<file path="config.mk">
export PLATFORM = sky130hd
export DESIGN_NAME = i2c_diagnostic_readback
export DESIGN_NICKNAME = d
export VERILOG_FILES = /design/src/logic/counter_readback_select_readback_pkg.sv /design/src/logic/i2c_diagnostic_readback.sv /design/src/logic/baud_counter.sv
export SDC_FILE = /design/constraint.sdc
export NUM_CORES = 1
export LEC_CHECK = 0
export ABC_AREA = 1
export ABC_CLOCK_PERIOD_IN_PS = 5050
export BUFFER_PORTS_ARGS = -buffer_cell sky130_fd_sc_hd__buf_4
export CORE_MARGIN = 8
export CORE_UTILIZATION = 45
export CTS_BUF_LIST = sky130_fd_sc_hd__clkbuf_4
export DETAILED_ROUTE_END_ITERATION = 12
export PLACE_DENSITY = 0.7
export SLEW_MARGIN = 10
export SYNTH_ARGS = -nofsm -noshare
export SYNTH_HDL_FRONTEND = slang
export SYNTH_HIERARCHICAL = 1
export SYNTH_SLANG_ARGS = --single-unit
</file>
<file path="constraint.sdc">
create_clock -name clk_i -period 5.05 [get_ports clk_i]
set_input_delay 0.505 -clock clk_i [delete_from_list [all_inputs] [get_ports clk_i]]
set_output_delay 0.505 -clock clk_i [all_outputs]
set_load 0.1 [all_outputs]
</file>
<file path="src/logic/counter_readback_select_readback_pkg.sv">
package counter_readback_select_readback_pkg;

   // ****************************************************************
   // register map
   // ****************************************************************
   localparam int          ADDR_W             = 12;
   localparam logic [11:0] BAUD_HIGH_OFFSET   = 12'hf53;
   localparam logic [11:0] BAUD_LOW_OFFSET    = 12'hf54;
   localparam logic [11:0] STATE_VIEW_OFFSET  = 12'hf55;
   localparam logic [11:0] COUNTER_READBACK_SELECT_CTRL_OFFSET   = 12'hf56;

   // ****************************************************************
   // reset values
   // ****************************************************************
   localparam logic [7:0]  BAUD_BYTE_RESET    = 8'hff;
   localparam logic        COUNTER_READBACK_SELECT_SELECT_RESET  = 1'b0;
   localparam logic [7:0]  READ_IDLE_VALUE    = 8'h00;

   // ****************************************************************
   // field positions
   // ****************************************************************
   localparam int          SEL_BIT            = 0;
   localparam int          CLK_SAMPLE_BIT     = 7;
   localparam int          DATA_SAMPLE_BIT    = 6;
   localparam int          STOP_COUNT_BIT     = 5;
   localparam int          STATE_MSB          = 4;
   localparam int          STATE_W            = 5;

   // ****************************************************************
   // protocol state codes
   // ****************************************************************
   localparam logic [4:0]  ST_IDLE            = 5'h00;
   localparam logic [4:0]  ST_START           = 5'h01;
   localparam logic [4:0]  ST_DATA_BIT7       = 5'h02;
   localparam logic [4:0]  ST_DATA_BIT0       = 5'h09;
   localparam logic [4:0]  ST_DATA_ACK        = 5'h0a;
   localparam logic [4:0]  ST_DATA_NACK       = 5'h0b;
   localparam logic [4:0]  ST_STOP_A          = 5'h0c;
   localparam logic [4:0]  ST_STOP_B          = 5'h0d;
   localparam logic [4:0]  ST_ADDR_ACK        = 5'h0e;
   localparam logic [4:0]  ST_ADDR_RW         = 5'h0f;
   localparam logic [4:0]  ST_A1_BIT7         = 5'h10;
   localparam logic [4:0]  ST_A1_BIT0         = 5'h17;
   localparam logic [4:0]  ST_A1_ACK          = 5'h18;
   localparam logic [4:0]  ST_ADDR_BIT7       = 5'h19;
   localparam logic [4:0]  ST_ADDR_BIT1       = 5'h1f;

endpackage

</file>
<file path="src/logic/i2c_diagnostic_readback.sv">
module i2c_diagnostic_readback
   import counter_readback_select_readback_pkg::*;
#(
   parameter int CNT_W = 16
) (
   input  wire logic                          clk_i,
   input  wire logic                          resetn_i,
   input  wire logic [counter_readback_select_readback_pkg::ADDR_W-1:0] addr_i,
   input  wire logic [7:0]                    wdata_i,
   input  wire logic                          wr_i,
   input  wire logic                          rd_i,
   output logic      [7:0]                    rdata_o,
   input  wire logic                          scl_pin_i,
   input  wire logic                          sda_pin_i,
   input  wire logic                          baud_run_i,
   input  wire logic                          start_i,
   input  wire logic                          step_i,
   input  wire logic                          ten_bit_i,
   input  wire logic                          nack_i,
   input  wire logic                          stop_req_i,
   input  wire logic                          stop_count_i,
   output logic      [CNT_W-1:0]              baud_reload_value_o,
   output logic      [CNT_W-1:0]              baud_count_o,
   output logic                               baud_tick_o,
   output logic      [4:0]                    protocol_state_code_o
);

   import counter_readback_select_readback_pkg::*;

   logic [7:0]       reload_high_field_r;
   logic [7:0]       reload_low_field_r;
   logic             counter_readback_select_r;
   logic [4:0]       state_r;
   logic [4:0]       state_nxt;
   logic             scl_meta_r;
   logic             scl_sync_r;
   logic             sda_meta_r;
   logic             sda_sync_r;
   logic [7:0]       rdata_r;
   logic [7:0]       rdata_nxt;
   logic [CNT_W-1:0] count_w;
   logic [7:0]       state_view_w;

   // ****************************************************************
   // helpers
   // ****************************************************************
   // picks one byte of either reload or live counter for readback
   function automatic logic [7:0] baud_byte(input logic          sel,
                                            input logic          hi,
                                            input logic [15:0]   rld,
                                            input logic [15:0]   cnt);
      logic [15:0] src;
      src = sel ? cnt : rld;
      return hi ? src[15:8] : src[7:0];
   endfunction

   function automatic logic [4:0] inc_code(input logic [4:0] c);
      return c + 5'h01;
   endfunction

   // ****************************************************************
   // baud reload and diagnostic control registers
   // ****************************************************************
   always_ff @(posedge clk_i) begin
      if (!resetn_i) begin
         reload_high_field_r <= BAUD_BYTE_RESET;
      end else if (wr_i && addr_i == BAUD_HIGH_OFFSET) begin
         reload_high_field_r <= wdata_i;
      end
   end

   always_ff @(posedge clk_i) begin
      if (!resetn_i) begin
         reload_low_field_r <= BAUD_BYTE_RESET;
      end else if (wr_i && addr_i == BAUD_LOW_OFFSET) begin
         reload_low_field_r <= wdata_i;
      end
   end

   // reserved bits are not stored at all, so they cannot read back
   always_ff @(posedge clk_i) begin
      if (!resetn_i) begin
         counter_readback_select_r <= COUNTER_READBACK_SELECT_SELECT_RESET;
      end else if (wr_i && addr_i == COUNTER_READBACK_SELECT_CTRL_OFFSET) begin
         counter_readback_select_r <= wdata_i[SEL_BIT];
      end
   end

   assign baud_reload_value_o = {reload_high_field_r,
                                 reload_low_field_r};

   // ****************************************************************
   // baud counter
   // ****************************************************************
   baud_counter #(
      .CNT_W (CNT_W)
   ) u_baud_counter (
      .clk_i    (clk_i),
      .resetn_i (resetn_i),
      .run_i    (baud_run_i),
      .reload_i (baud_reload_value_o),
      .count_o  (count_w),
      .tick_o   (baud_tick_o)
   );

   assign baud_count_o = count_w;

   // ****************************************************************
   // line input synchronisers
   // ****************************************************************
   // pins are asynchronous; only the second stage is ever read
   always_ff @(posedge clk_i) begin
      if (!resetn_i) begin
         scl_meta_r <= 1'b1;
         scl_sync_r <= 1'b1;
      end else begin
         scl_meta_r <= scl_pin_i;
         scl_sync_r <= scl_meta_r;
      end
   end

   always_ff @(posedge clk_i) begin
      if (!resetn_i) begin
         sda_meta_r <= 1'b1;
         sda_sync_r <= 1'b1;
      end else begin
         sda_meta_r <= sda_pin_i;
         sda_sync_r <= sda_meta_r;
      end
   end

   // ****************************************************************
   // protocol state tracker
   // ****************************************************************
   // codes are fixed by the software view, so not one-hot here;
   // step_i marks the end of each bit or phase from the transfer engine
   always_comb begin
      state_nxt = state_r;
      case (state_r)
         ST_IDLE: begin
            if (start_i) begin
               state_nxt = ST_START;
            end
         end
         ST_START: begin
            if (step_i) begin
               state_nxt = ten_bit_i ? ST_A1_BIT7
                                     : ST_ADDR_BIT7;
            end
         end
         ST_A1_BIT0: begin
            if (step_i) begin
               state_nxt = ST_A1_ACK;
            end
         end
         ST_A1_ACK: begin
            if (step_i) begin
               state_nxt = nack_i ? ST_STOP_A
                                  : ST_ADDR_BIT7;
            end
         end
         ST_ADDR_BIT1: begin
            if (step_i) begin
               state_nxt = ST_ADDR_RW;
            end
         end
         ST_ADDR_RW: begin
            if (step_i) begin
               state_nxt = ST_ADDR_ACK;
            end
         end
         ST_ADDR_ACK: begin
            if (step_i) begin
               if (nack_i || stop_req_i) begin
                  state_nxt = ST_STOP_A;
               end else if (start_i) begin
                  state_nxt = ST_START;
               end else begin
                  state_nxt = ST_DATA_BIT7;
               end
            end
         end
         ST_DATA_BIT0: begin
            if (step_i) begin
               state_nxt = ST_DATA_ACK;
            end
         end
         ST_DATA_ACK: begin
            if (step_i) begin
               if (nack_i) begin
                  state_nxt = ST_DATA_NACK;
               end else if (stop_req_i) begin
                  state_nxt = ST_STOP_A;
               end else if (start_i) begin
                  state_nxt = ST_START;
               end else begin
                  state_nxt = ST_DATA_BIT7;
               end
            end
         end
         ST_DATA_NACK: begin
            if (step_i) begin
               state_nxt = start_i ? ST_START : ST_STOP_A;
            end
         end
         ST_STOP_A: begin
            if (step_i) begin
               state_nxt = ST_STOP_B;
            end
         end
         ST_STOP_B: begin
            if (step_i) begin
               state_nxt = ST_IDLE;
            end
         end
         default: begin
            // runs of consecutive bit codes: data 02..08,
            // first address byte 10..16, address 19..1e
            if (step_i) begin
               state_nxt = inc_code(state_r);
            end
         end
      endcase
   end

   always_ff @(posedge clk_i) begin
      if (!resetn_i) begin
         state_r <= ST_IDLE;
      end else begin
         state_r <= state_nxt;
      end
   end

   assign protocol_state_code_o = state_r;

   // ****************************************************************
   // read path
   // ****************************************************************
   always_comb begin
      state_view_w                            = READ_IDLE_VALUE;
      state_view_w[CLK_SAMPLE_BIT]            = scl_sync_r;
      state_view_w[DATA_SAMPLE_BIT]           = sda_sync_r;
      state_view_w[STOP_COUNT_BIT]            = stop_count_i;
      state_view_w[STATE_MSB -: STATE_W]      = state_r;
   end

   always_comb begin
      rdata_nxt = READ_IDLE_VALUE;
      if (rd_i) begin
         case (addr_i)
            BAUD_HIGH_OFFSET: begin
               rdata_nxt = baud_byte(counter_readback_select_r, 1'b1,
                                     baud_reload_value_o,
                                     count_w);
            end
            BAUD_LOW_OFFSET: begin
               rdata_nxt = baud_byte(counter_readback_select_r, 1'b0,
                                     baud_reload_value_o,
                                     count_w);
            end
            STATE_VIEW_OFFSET: begin
               rdata_nxt = state_view_w;
            end
            COUNTER_READBACK_SELECT_CTRL_OFFSET: begin
               rdata_nxt = {7'h00, counter_readback_select_r};
            end
            default: begin
               rdata_nxt = READ_IDLE_VALUE;
            end
         endcase
      end
   end

   // data stands only in the cycle after the strobe, zero otherwise
   always_ff @(posedge clk_i) begin
      if (!resetn_i) begin
         rdata_r <= READ_IDLE_VALUE;
      end else begin
         rdata_r <= rdata_nxt;
      end
   end

   assign rdata_o = rdata_r;

endmodule

</file>
<file path="src/logic/baud_counter.sv">
module baud_counter #(
   parameter int CNT_W = 16
) (
   input  wire logic             clk_i,
   input  wire logic             resetn_i,
   input  wire logic             run_i,
   input  wire logic [CNT_W-1:0] reload_i,
   output logic      [CNT_W-1:0] count_o,
   output logic                  tick_o
);

   localparam logic [CNT_W-1:0] ONE = {{(CNT_W-1){1'b0}}, 1'b1};

   logic [CNT_W-1:0] count_r;
   logic             tick_r;

   // ****************************************************************
   // down counter, reloads after reaching one
   // ****************************************************************
   // stopped counter tracks the reload so a new rate takes effect at once
   always_ff @(posedge clk_i) begin
      if (!resetn_i) begin
         count_r <= {CNT_W{1'b1}};
         tick_r  <= 1'b0;
      end else if (!run_i) begin
         count_r <= reload_i;
         tick_r  <= 1'b0;
      end else if (count_r <= ONE) begin
         count_r <= reload_i;
         tick_r  <= 1'b1;
      end else begin
         count_r <= count_r - ONE;
         tick_r  <= 1'b0;
      end
   end

   assign count_o = count_r;
   assign tick_o  = tick_r;

endmodule

</file>
* Word level (Yosys, flattened, before mapping)
Index checks and enable logic that the tools add are counted.
Widths: inputs -> output; s select.
** Word-level totals
- Register bits :: 51
- Latch bits :: 0
- Bits in writable memories :: 0
- ROM bits :: 0
- Bits of input ports :: 33
- Logic and storage cells :: 76
- Memories :: 0
** Cells by class
- $add $sub $neg :: 2
- $mul :: 0
- Div/mod/pow operators :: 0
- Order comparisons :: 1
- Equal/unequal tests :: 27
- Shift operators :: 0
- Multiplexer cells :: 26
- Bitwise operators :: 0
- Reduce and logical (&&, ||, !) cells :: 9
** Operators with widths (count)
- $mux 5 :: 14
- $pmux 5 s12 :: 1
- $eq 12x12->1 const B :: 4
- $mux 16 :: 3
- $eq 5x4->1 const B :: 7
- $pmux 8 s4 :: 1
- $ne 2x2->1 const B :: 12
- $mux 4 :: 5
- $le 16x1->1 const B :: 1
- $sub 16x1->16 const B :: 1
- $eq 5x5->1 const B :: 3
- $reduce_and 13->1 :: 1
- $add 5x1->5 const B :: 1
- $eq 5x1->1 const B :: 1
- $logic_not 5->1 :: 1
- $reduce_and 2->1 :: 2
- $logic_and 1x1->1 :: 3
- $mux 2 :: 1
- $reduce_bool 2->1 :: 1
- $logic_or 1x1->1 :: 1
- $mux 1 :: 1

* Depth between registers and ports, before layout
Gate-level depths: netlist of the first run.
- Depth in word-level cells :: 5
- Mapped depth :: 12

* Hierarchy
The synthesis of the first run kept the hierarchy.
** Modules (own cells, without submodules)
- i2c_diagnostic_readback :: times used 1, cells an instance 330, area an instance 2128.3 sq um, sequential area each 680.7 sq um
- baud_counter :: times used 1, cells an instance 157, area an instance 1057.3 sq um, sequential area each 340.3 sq um

* Worst setup path before layout of the first run
Ideal clock, no wire load.
- Kind :: reg2reg
- From :: register state_r[0] (netlist: protocol_state_code_o[0])
- To :: register state_r[0] (netlist: protocol_state_code_o[0])
- Arrival time :: 2.191 ns
- Setup slack :: 2.751 ns
- Cell stages (with the launch flop) :: 11
- Path buffers :: 0
- Period minus slack after synthesis :: 2.299 ns
- Cells stage by stage :: dfxtp_1 > inv_1 > ha_1 > inv_1 > nor2_1 > nand3_1 > nand3_1 > nor3_4 > nand3_1 > nand2_1 > inv_1
** On the way
- Word-level cells in the longest chain between the ends :: 3
** RTL lines
- start: declaration :: line i2c_diagnostic_readback.sv:33 : logic [4:0] state_r;
- start signal: assignment :: line i2c_diagnostic_readback.sv:230 : state_r <= state_nxt;
- $add 5x1->5 (tied with other cells) :: line i2c_diagnostic_readback.sv:58 : return c + 5'h01;
- $mux 5 (tied with other cells) :: line i2c_diagnostic_readback.sv:219 : if (step_i) begin
- $pmux 5 s12 / $reduce_and 13->1 (equally long branches)
Parallel ways exist; a longest one is shown, timed or not. The select of a mux whose other input is x is not followed.
A chain may end at the register's enable or synchronous reset.

* Worst setup path in the final report of the first run
- From :: register state_r[0] (netlist: protocol_state_code_o[0])
- To :: register state_r[4] (netlist: protocol_state_code_o[4])
The elaborated chain is that of the path after synthesis.

==> results.cfg, run 1 <==
[setup_path]
critPathCaptureType = register
critical_path.max_fanout = 5
critPathKind = register to register
worstPathRequired_ns = 5.38
rr_startpoint = protocol_state_code_o[0]$_SDFFE_PN0P_
startpoint = protocol_state_code_o[0]$_SDFFE_PN0P_
crit_arrival_ns = 2.34
critPathLaunchType = register

[global_routing]
grt_max_degree = 37
grt_usage_pct = 19.5
antenna_found_initial = 0
grt_pass1_vias = 3263
grt_pass1_wl_um = 16100
overflow = 0

[power_and_ir_drop]
power.share.combinational_pct = 41.2
power_switching_w = 0.000529
switching_share_pct = 44.3
p_per_area_nw_per_um2 = 307
pwr-share-seq_pct = 39.1
p_int_w = 0.000665
p_leak_nw = 1.94
p_total_w = 0.00119
irDropWorstVdd_mv = 0.147
p_clk_share_pct = 19.6

[synthesis]
syn_area_per_cell_um2 = 6.54
async_reset_ff_share_pct = 0
synth_edf_count = 0
syn_area_um2 = 3190
synthCells = 487
yosys_warnings = 6
seq_area_frac_synth_pct = 32.1
yosysUniqueCellTypes = 33
synth-seq-cells = 51
ys.flop_type = dfxtp_1
syn_nets = 528

[clocking]
clock_sinks = 51
cts_tree = yes
post_cts_resized = 0
clkTransAtPathRegs_ns = 0.14
cts_hold_buf = 0
clockBufferDepth = 2
htree_levels = 2
postCtsSetupBuffers = 0
clock_latency_ns = 0.37
root_buffer = clkbuf_4
cts_made_buffers = 5

[cells_and_area]
antenna_cells = 0
drive_gt1_share_pct = 21.4
nNetsFinal = 601
area.growth.synth_to_final_pct = 22.3
final_cell_area_um2 = 3890

[place]
gp_congestion = 0.929
dp_hpwl_um = 7560
dpl-instance-area_um2 = 3820
port_buffers = 78

[drt]
wl_um = 9810
drc = 0
avgViaCountPerCell = 5.36
routedWlPerCell_um = 15.0
final_antenna_net_count = 0
drt_iter0_markers = 243
via_count = 3513
firstDrtPassIters = 5

[floorplanning]
die_height_um = 100
initial_core_util_pct = 46.6
die_x_um = 100
fp.dieArea_um2 = 10000
rows = 30
io_pins = 79
coreArea_um2 = 6830

[sta]
rsz0062_at_grt = false
fmax_mhz = 497
worstMarginPinSlew_ns = 0.759
finalHoldViolations = 0
whs_ns = 0.307
tns_ns = 0
setup_viol = 0
timing.final.crit_share_pct = 39.8
clock_skew_ns = 0.00927
relSlewSlack_pct = 49.4
drv_slew = 0
period_needed_ns = 2.01

[hold_path]
holdCritStartpoint = sda_pin_i
hp-class = input port to register

[outcome]
status = complete, no violations

[run]
cap_violations = 0
## placed cells by master (no fill, tap or decap), types with 6 or more instances in the layout
master	count
xor2_1	6
mux2i_1	7
nor2_1	62
inv_2	9
a21oi_1	16
nand4_1	20
nand3b_1	6
dfxtp_1	51
nand3_1	61
ha_1	8
buf_4	78
inv_1	37
nand2_1	144
## critical path, cell delays in order (launching register included)
cell and delay, ns:
dfxtp_1 0.39, ha_1 0.27, inv_1 0.10, nor2_1 0.06, ha_1 0.21, nor2_1 0.19
nand2_1 0.08, nor2_1 0.31, nand4_1 0.16, nand3_1 0.10, nand2_1 0.06, inv_1 0.05
## area by class of cell
type / count / area [um^2]
well taps: 96 / 120
flip-flops and latches: 51 / 1020
clock inverters: 2 / 37.5
multi-input cells: 376 / 1910
inverters: 48 / 180
repair buffers: 78 / 586
clock buffers: 5 / 37.5
fillers: 710 / 2940
## power groups by stage
stage               logic (W)  registers (W)  clock network, W
detailed placement   0.000486       0.000475                 0
finish               0.000492       0.000467          0.000235
global route         0.000533       0.000472          0.000251
CTS                  0.000488       0.000466          0.000238
global placement     0.000482       0.000475                 0
floorplan            0.000242       0.000601                 0
## final timing paths
check,slack (ns),cells past startpoint,end
setup / recovery,3.04,11,protocol_state_code_o[4]$_SDFFE_PN0P_
hold / removal,0.31,2,sda_meta_r$_SDFF_PN1_
setup reg to reg,3.04,11,protocol_state_code_o[4]$_SDFFE_PN0P_
hold reg to reg,0.43,1,sda_sync_r$_SDFF_PN1_
## kinds of logic (layout without fill, tap and decap cells)
family          Yosys count  after routing  share of synthesized area (%)
flops                    51             51                           32.1
simple gates            324            324                           47.6
compound gates           29             29                           4.87
buf+inv                  60            133                           7.89
fa+ha+maj                 8              8                           3.14
mux                       7              7                           2.20
xor+xnor                  8              8                           2.20
## Yosys cell counts (4+ instances only)
master,n,area [um^2]
nor2_1,62,233
nor3_1,5,25.0
a21oi_1,16,80.1
inv_1,37,139
or2_2,4,25.0
o21ai_0,4,20.0
clkbuf_1,4,15.0
nand3b_1,6,45.0
nor2_2,5,31.3
mux2i_1,7,70.1
nor2_4,5,56.3
nand2_2,5,31.3
inv_2,9,33.8
nand3_1,61,305
buf_2,5,25.0
o22ai_1,4,25.0
nand2_1,144,541
nand4_1,20,125
dfxtp_1,51,1020
ha_1,8,100
xor2_1,6,52.6
## per-layer routing
| metal | GRT usage, % | routed length, um | share of wire, % |
|---|---|---|---|
| met1 | 25.3 | 4480 | 46 |
| met3 | 3.60 | 759 | 7.7 |
| met4 | 6.40 | 197 | 2.0 |
| met5 | 0 | 0 | 0 |
| met2 | 31.7 | 4370 | 45 |
## stage by stage
stage	setup WS, ns	util (%)	std cells
3_5_place_dp	2.78	55.9	649
4_1_cts	3.07	57.0	656
3_3_place_gp	2.89	55.9	649
5_1_grt	2.84	57.0	656
2_1_floorplan	2.75	-	487
6_report	3.04	57.0	656
## flip-flops by register name, summed over array words and instances, names as in the netlist
| name | flops |
|---|---|
| u_baud_counter/tick_o | 1 |
| reload_high_field_r | 8 |
| sda_meta_r | 1 |
| u_baud_counter/count_o | 16 |
| protocol_state_code_o | 5 |
| scl_meta_r | 1 |
| rdata_o | 8 |
| scl_sync_r | 1 |
| counter_readback_select_r | 1 |
| reload_low_field_r | 8 |
| sda_sync_r | 1 |
No activity file was read; power rests on OpenSTA's default activity.
==> inputs of run 2 (changes only) <==
- ABC_CLOCK_PERIOD_IN_PS: 5050 -> 1800
- PLACE_DENSITY: 0.7 -> 0.73
- clock period: 5.05 -> 1.8 ns (I/O delays scaled with it)
==> results.cfg, run 2 (same netlist as run 1, synthesis figures left out) <==
[drt]
met3_length_um = 653
final_antenna_net_count = 0
drt_iter0_markers = 210
avgViaCountPerCell = 5.21
firstDrtPassIters = 5
drc = 0
route.met2.wl_um = 5200
wl_met1_um = 3900
wl_um = 10100
routedWlPerCell_um = 15.0
highest_layer = met4
via_count = 3499

[sta]
fin_ws_ns = 0.113
finalHoldViolations = 0
period_needed_ns = 1.69
drv_slew = 0
clock_skew_ns = 0.0141
rsz0062_at_grt = true
timing.final.crit_share_pct = 93.7
fmax_mhz = 593
worstMarginPinSlew_ns = 0.391
setup_viol = 0
relSlewSlack_pct = 73.8

[setup_path]
worstPathRequired_ns = 2.10
critPathCaptureType = register
regToRegSetupSlack_ns = 0.11
critPathKind = register to register
critPathLaunchType = register
reg2reg_depth = 9
crit_arrival_ns = 1.98
critical_path.max_fanout = 5
crit_path_end = protocol_state_code_o[3]$_SDFFE_PN0P_
rr_startpoint = protocol_state_code_o[0]$_SDFFE_PN0P_
startpoint = protocol_state_code_o[0]$_SDFFE_PN0P_
r2r-end = protocol_state_code_o[3]$_SDFFE_PN0P_

[place]
dp_hpwl_um = 8140
port_buffers = 78
dp_cells = 661
gp_congestion = 1.10
pre_cts_ws_ns = -0.0164

[global_routing]
grt_pass1_wl_um = 16300
grt_max_degree = 26
grt_usage_pct = 20.2
overflow = 0
grt_pass1_vias = 3244
antenna_found_initial = 0

[outcome]
status = complete, no violations

[floorplanning]
rows = 30
coreArea_um2 = 6830
io_pins = 79
fp.dieArea_um2 = 10000
die_height_um = 100
die_x_um = 100
initial_core_util_pct = 46.6

[power_and_ir_drop]
irDropWorstVdd_mv = 0.997
p_per_area_nw_per_um2 = 824
p_total_w = 0.00337
p_leak_nw = 2.01

[clocking]
root_buffer = clkbuf_4
clockBufferDepth = 2
cts_tree = yes
clock_sinks = 51
clkTransAtPathRegs_ns = 0.16
cts_made_buffers = 5
htree_levels = 2
clock_latency_ns = 0.38

[cells_and_area]
area.growth.synth_to_final_pct = 28.2
layout_common_cells = nand2_1, buf_4, nand3_1
largest_register_ffs = 16
drive_gt1_share_pct = 28.7
antenna_cells = 0
layout.cells.non_filler = 671
fill_cells = 672
nNetsFinal = 615
mostFrequentLayoutCell = nand2_1

[hold_path]
holdPathStages = 3
hp-class = input port to register

[run]
cap_violations = 0
## run 2: cell types whose count changed in the layout (fill, tap and decap cells not counted), moves of 2 or more
cell           delta
buf_4            +12
clkinv_4          +2
dfxtp_1          -18
dfxtp_2          +13
dfxtp_4           +5
dlygate4sd3_1     +2
ha_1              -5
ha_2              +4
nor2_1            -5
nor2_2            +4
## run 2: stage by stage
step                setup TNS (ns)  area (um^2)  hold slack (ns)  util, %
floorplan                        0         3220            0.287        -
global placement                 0         3950            0.370     57.8
detailed placement         -0.0507         3950            0.377     57.8
CTS                              0         4040           0.0148     59.1
global route               -0.0135         4080           0.0153     59.8
finish                           0         4080           0.0130     59.8
## run 2: final cells by class
type	count	area (um^2)	area share (%)
multi-input combinational	376	1970	48.1
sequential	51	1060	25.9
timing repair buffer	92	696	17.0
inverter	48	180	4.41
tap	96	120	2.94
clock buffer	5	37.5	0.919
clock inverter	3	28.8	0.705
## run 2: worst max-delay path, cell delays in order, from the launching register on
cell and delay [ns]:
dfxtp_4 0.40, inv_1 0.15, ha_2 0.25, nand3_2 0.13, nor2_1 0.27, inv_1 0.09
nand3_2 0.14, a21oi_1 0.08, nand2_1 0.07, inv_1 0.03
## run 2: report_power, final
part	internal, W	leakage, nW	switching (W)
registers	0.00121	0.416	0.0000904
clock network	0.000168	0.0373	0.000407
logic	0.000434	1.56	0.00105
total	0.00181	2.01	0.00155
## run 2: worst min-delay path by stage
stage | from | end | slack (ns)
5_1_grt | wdata_i[1] | reload_low_field_r[1]$_SDFFE_PN1P_ | 0.02
6_report | wdata_i[1] | reload_low_field_r[1]$_SDFFE_PN1P_ | 0.01
4_1_cts | wdata_i[1] | reload_low_field_r[1]$_SDFFE_PN1P_ | 0.01
2_1_floorplan | scl_pin_i | scl_meta_r$_SDFF_PN1_ | 0.29
3_3_place_gp | sda_pin_i | sda_meta_r$_SDFF_PN1_ | 0.37
3_5_place_dp | scl_pin_i | scl_meta_r$_SDFF_PN1_ | 0.38
## run 2: layer usage
| layer | up-vias | global-route usage [%] |
|---|---|---|
| li1 | 1757 | - |
| met1 | 1591 | 22.5 |
| met2 | 125 | 37.4 |
| met3 | 26 | 3.81 |
| met4 | 0 | 6.28 |
| met5 | - | 0 |
## run 2: repair_timing
item                                    CTS  global route
pin swaps                                 2             6
resized for setup                         3            13
endpoints found under the setup margin    5             7
hold buffers                              2             0
endpoints found under the hold margin     2             0
buffers inserted                          0             0
==> inputs of run 3 (changes only) <==
- ABC_AREA: 1 -> default
- PLACE_DENSITY: 0.73 -> 0.74
==> results.cfg, run 3 <==
[outcome]
status = complete, but fails checks
failed_checks = setup timing

[sta]
fin_ws_ns = -0.319
period_needed_ns = 2.12
drv_slew = 0
rsz0062_at_grt = true
tns_ns = -1.47
worstMarginPinSlew_ns = 0.496
setup_viol = 5
fmax_mhz = 472
clock_skew_ns = 0.0163
relSlewSlack_pct = 66.9
timing.final.crit_share_pct = 118
finalHoldViolations = 0

[synthesis]
synth-seq-cells = 51
synth_top_area_share_pct = 35.5
async_reset_ff_share_pct = 0
synth_edf_count = 0
yosysMostFrequentCell = dfxtp_1
synth_common_cells = dfxtp_1, nand2_1, mux2i_1
seq_area_frac_synth_pct = 35.5
synth.area.top_cells = dfxtp_1, mux2i_1, nand2_1
synthCells = 332
syn_area_um2 = 2870
yosysUniqueCellTypes = 56
syn_area_per_cell_um2 = 8.65
syn_nets = 373
yosys.area.top_type = dfxtp_1
ys.flop_type = dfxtp_1
yosys_warnings = 6

[drt]
avgViaCountPerCell = 5.61
drc = 0
drt_iter0_markers = 115
final_antenna_net_count = 0
wl_um = 9050
via_count = 2910
routedWlPerCell_um = 17.4
firstDrtPassIters = 4

[cells_and_area]
mostFrequentLayoutCell = buf_4
area.growth.synth_to_final_pct = 40.7
largest_register_ffs = 16
antenna_cells = 0
layout_common_cells = buf_4, nand2_1, mux2i_1
fill_cells = 568
nNetsFinal = 482
final-seq-area_um2 = 1080
drive_gt1_share_pct = 38.0
multiInputGateArea_um2 = 1810

[setup_path]
regToRegSetupSlack_ns = -0.32
cpMaxStageDelayCell = dfxtp_4
crit_path_max_incr_delay_ns = 0.43
cp_top_family = compound AO/OA/AOI/OAI gates
critPathBufInv = 2
reg2reg_depth = 8
critPathKind = register to register
worstPathRequired_ns = 2.09
critPathCaptureType = register
r2r-end = protocol_state_code_o[0]$_SDFFE_PN0P_
path_cells = inv_4, ha_4, a211o_1, a2111o_1, o41ai_4, buf_4, o21ai_1, a21oi_1
critical_path.max_fanout = 6
crit_arrival_ns = 2.41
critPathLaunchType = register
rr_startpoint = protocol_state_code_o[0]$_SDFFE_PN0P_

[power_and_ir_drop]
pwr-share-seq_pct = 36.0
p_int_w = 0.00208
power.share.combinational_pct = 49.4
p_clk_share_pct = 14.6
p_per_area_nw_per_um2 = 907
switching_share_pct = 43.1
power_switching_w = 0.00158
p_leak_nw = 1.65
irDropWorstVdd_mv = 0.735

[place]
gp_congestion = 0.878
port_buffers = 78
dp_hpwl_um = 7170
pre_cts_ws_ns = -0.429

[clocking]
clock_latency_ns = 0.38
clkTransAtPathRegs_ns = 0.16
htree_levels = 2
clock_sinks = 51
clockBufferDepth = 2
cts_made_buffers = 5
cts_tree = yes
root_buffer = clkbuf_4

[global_routing]
grt_pass1_wl_um = 15100
grt_pass1_vias = 3077
antenna_found_initial = 0
overflow = 0
grt_usage_pct = 20.5
grt_max_degree = 26

[floorplanning]
die_x_um = 95.9
fp.dieArea_um2 = 9200
io_pins = 79
initial_core_util_pct = 45.8
rows = 29
die_height_um = 95.9
coreArea_um2 = 6280

[run]
cap_violations = 0

[hold_path]
holdPathStages = 3
holdCritStartpoint = wdata_i[5]
hp-class = input port to register
hold_end = reload_high_field_r[5]$_SDFFE_PN1P_
## run 3: cell count changes in the layout (fill, tap and decap cells not counted), sizes merged, moves of 7 or more
cell / before / now
nand2: 150 / 45
nand3: 65 / 5
nor2: 72 / 26
inv: 47 / 12
buf: 90 / 120
mux2i: 7 / 33
nand4: 20 / 6
o211ai: 0 / 14
xnor2: 2 / 13
nor2b: 0 / 7
o22a: 0 / 7
## run 3: metal layers
metal | global-route usage [%] | up-vias | wire length (um)
met4 | 7.30 | 0 | 192
met1 | 24.8 | 1390 | 3860
li1 | - | 1414 | -
met2 | 35.4 | 89 | 4460
met3 | 3.67 | 17 | 534
met5 | 0 | - | 0
## run 3: stage by stage
step,utilization [%],power (W),hold slack (ns),instances,cell area [um^2]
6_report,64.4,0.00366,0.00847,519,4040
5_1_grt,64.4,0.00389,0.00103,519,4040
4_1_cts,64.4,0.00368,0.000580,519,4040
3_5_place_dp,61.9,0.00307,0.367,508,3890
3_3_place_gp,61.9,0.00306,0.363,508,3890
2_1_floorplan,-,0.00247,0.281,332,2960
## run 3: power groups by stage
| stage | registers [W] | clock network [W] | logic (W) |
|---|---|---|---|
| global placement | 0.00132 | 0 | 0.00174 |
| global route | 0.00133 | 0.000598 | 0.00196 |
| floorplan | 0.00172 | 0 | 0.000755 |
| finish | 0.00132 | 0.000534 | 0.00181 |
| CTS | 0.00132 | 0.000552 | 0.00181 |
| detailed placement | 0.00133 | 0 | 0.00174 |
## run 3: final cells by class
class | instances | share of cell area [%]
clock buffer | 6 | 1.11
clock inverter | 2 | 0.310
inverter | 11 | 1.15
multi-input combinational | 250 | 44.9
sequential | 51 | 26.7
tap | 77 | 2.38
timing repair buffer | 122 | 23.5
## run 3: cells by family (layout without fill, tap and decap cells)
logic type                 Yosys count  after routing  synth area share [%]
DFF                                 51             51                  35.5
buffers and inverters               31            141                  4.66
AOI/OAI and AO/OA                   71             71                  18.5
muxes                               33             33                  11.5
adders and majority gates            8              8                  3.48
and+or+nand+nor                    124            124                  22.1
xor gates and xnor gates            14             14                  4.27
## run 3: what timing repair did
item / CTS / global route
cloned: 0 / 0
resized for setup: 13 / 0
setup endpoints to repair: 8 / 5
pin swaps: 7 / 1
buffers inserted: 1 / 0
endpoints found under the hold margin: 2 / 0
hold buffers: 2 / 0
## run 3: worst max-delay path by stage
stage,start,to,slack (ns),depth (start not counted)
finish,protocol_state_code_o[0]$_SDFFE_PN0P_,protocol_state_code_o[0]$_SDFFE_PN0P_,-0.32,8
global route,protocol_state_code_o[0]$_SDFFE_PN0P_,protocol_state_code_o[1]$_SDFFE_PN0P_,-0.46,8
CTS,protocol_state_code_o[0]$_SDFFE_PN0P_,protocol_state_code_o[1]$_SDFFE_PN0P_,-0.40,8
detailed placement,protocol_state_code_o[0]$_SDFFE_PN0P_,protocol_state_code_o[3]$_SDFFE_PN0P_,-0.43,7
global placement,protocol_state_code_o[0]$_SDFFE_PN0P_,protocol_state_code_o[1]$_SDFFE_PN0P_,-0.38,8
floorplan,protocol_state_code_o[0]$_SDFFE_PN0P_,protocol_state_code_o[3]$_SDFFE_PN0P_,-0.56,7
## run 3: worst reg2reg max path: cells and delay by family (launching register included)
family                     cells  cell delay [ns]
AOI/OAI and AO/OA              5             1.20
buffers and inverters          2             0.27
DFF                            1             0.43
adders and majority gates      1             0.15
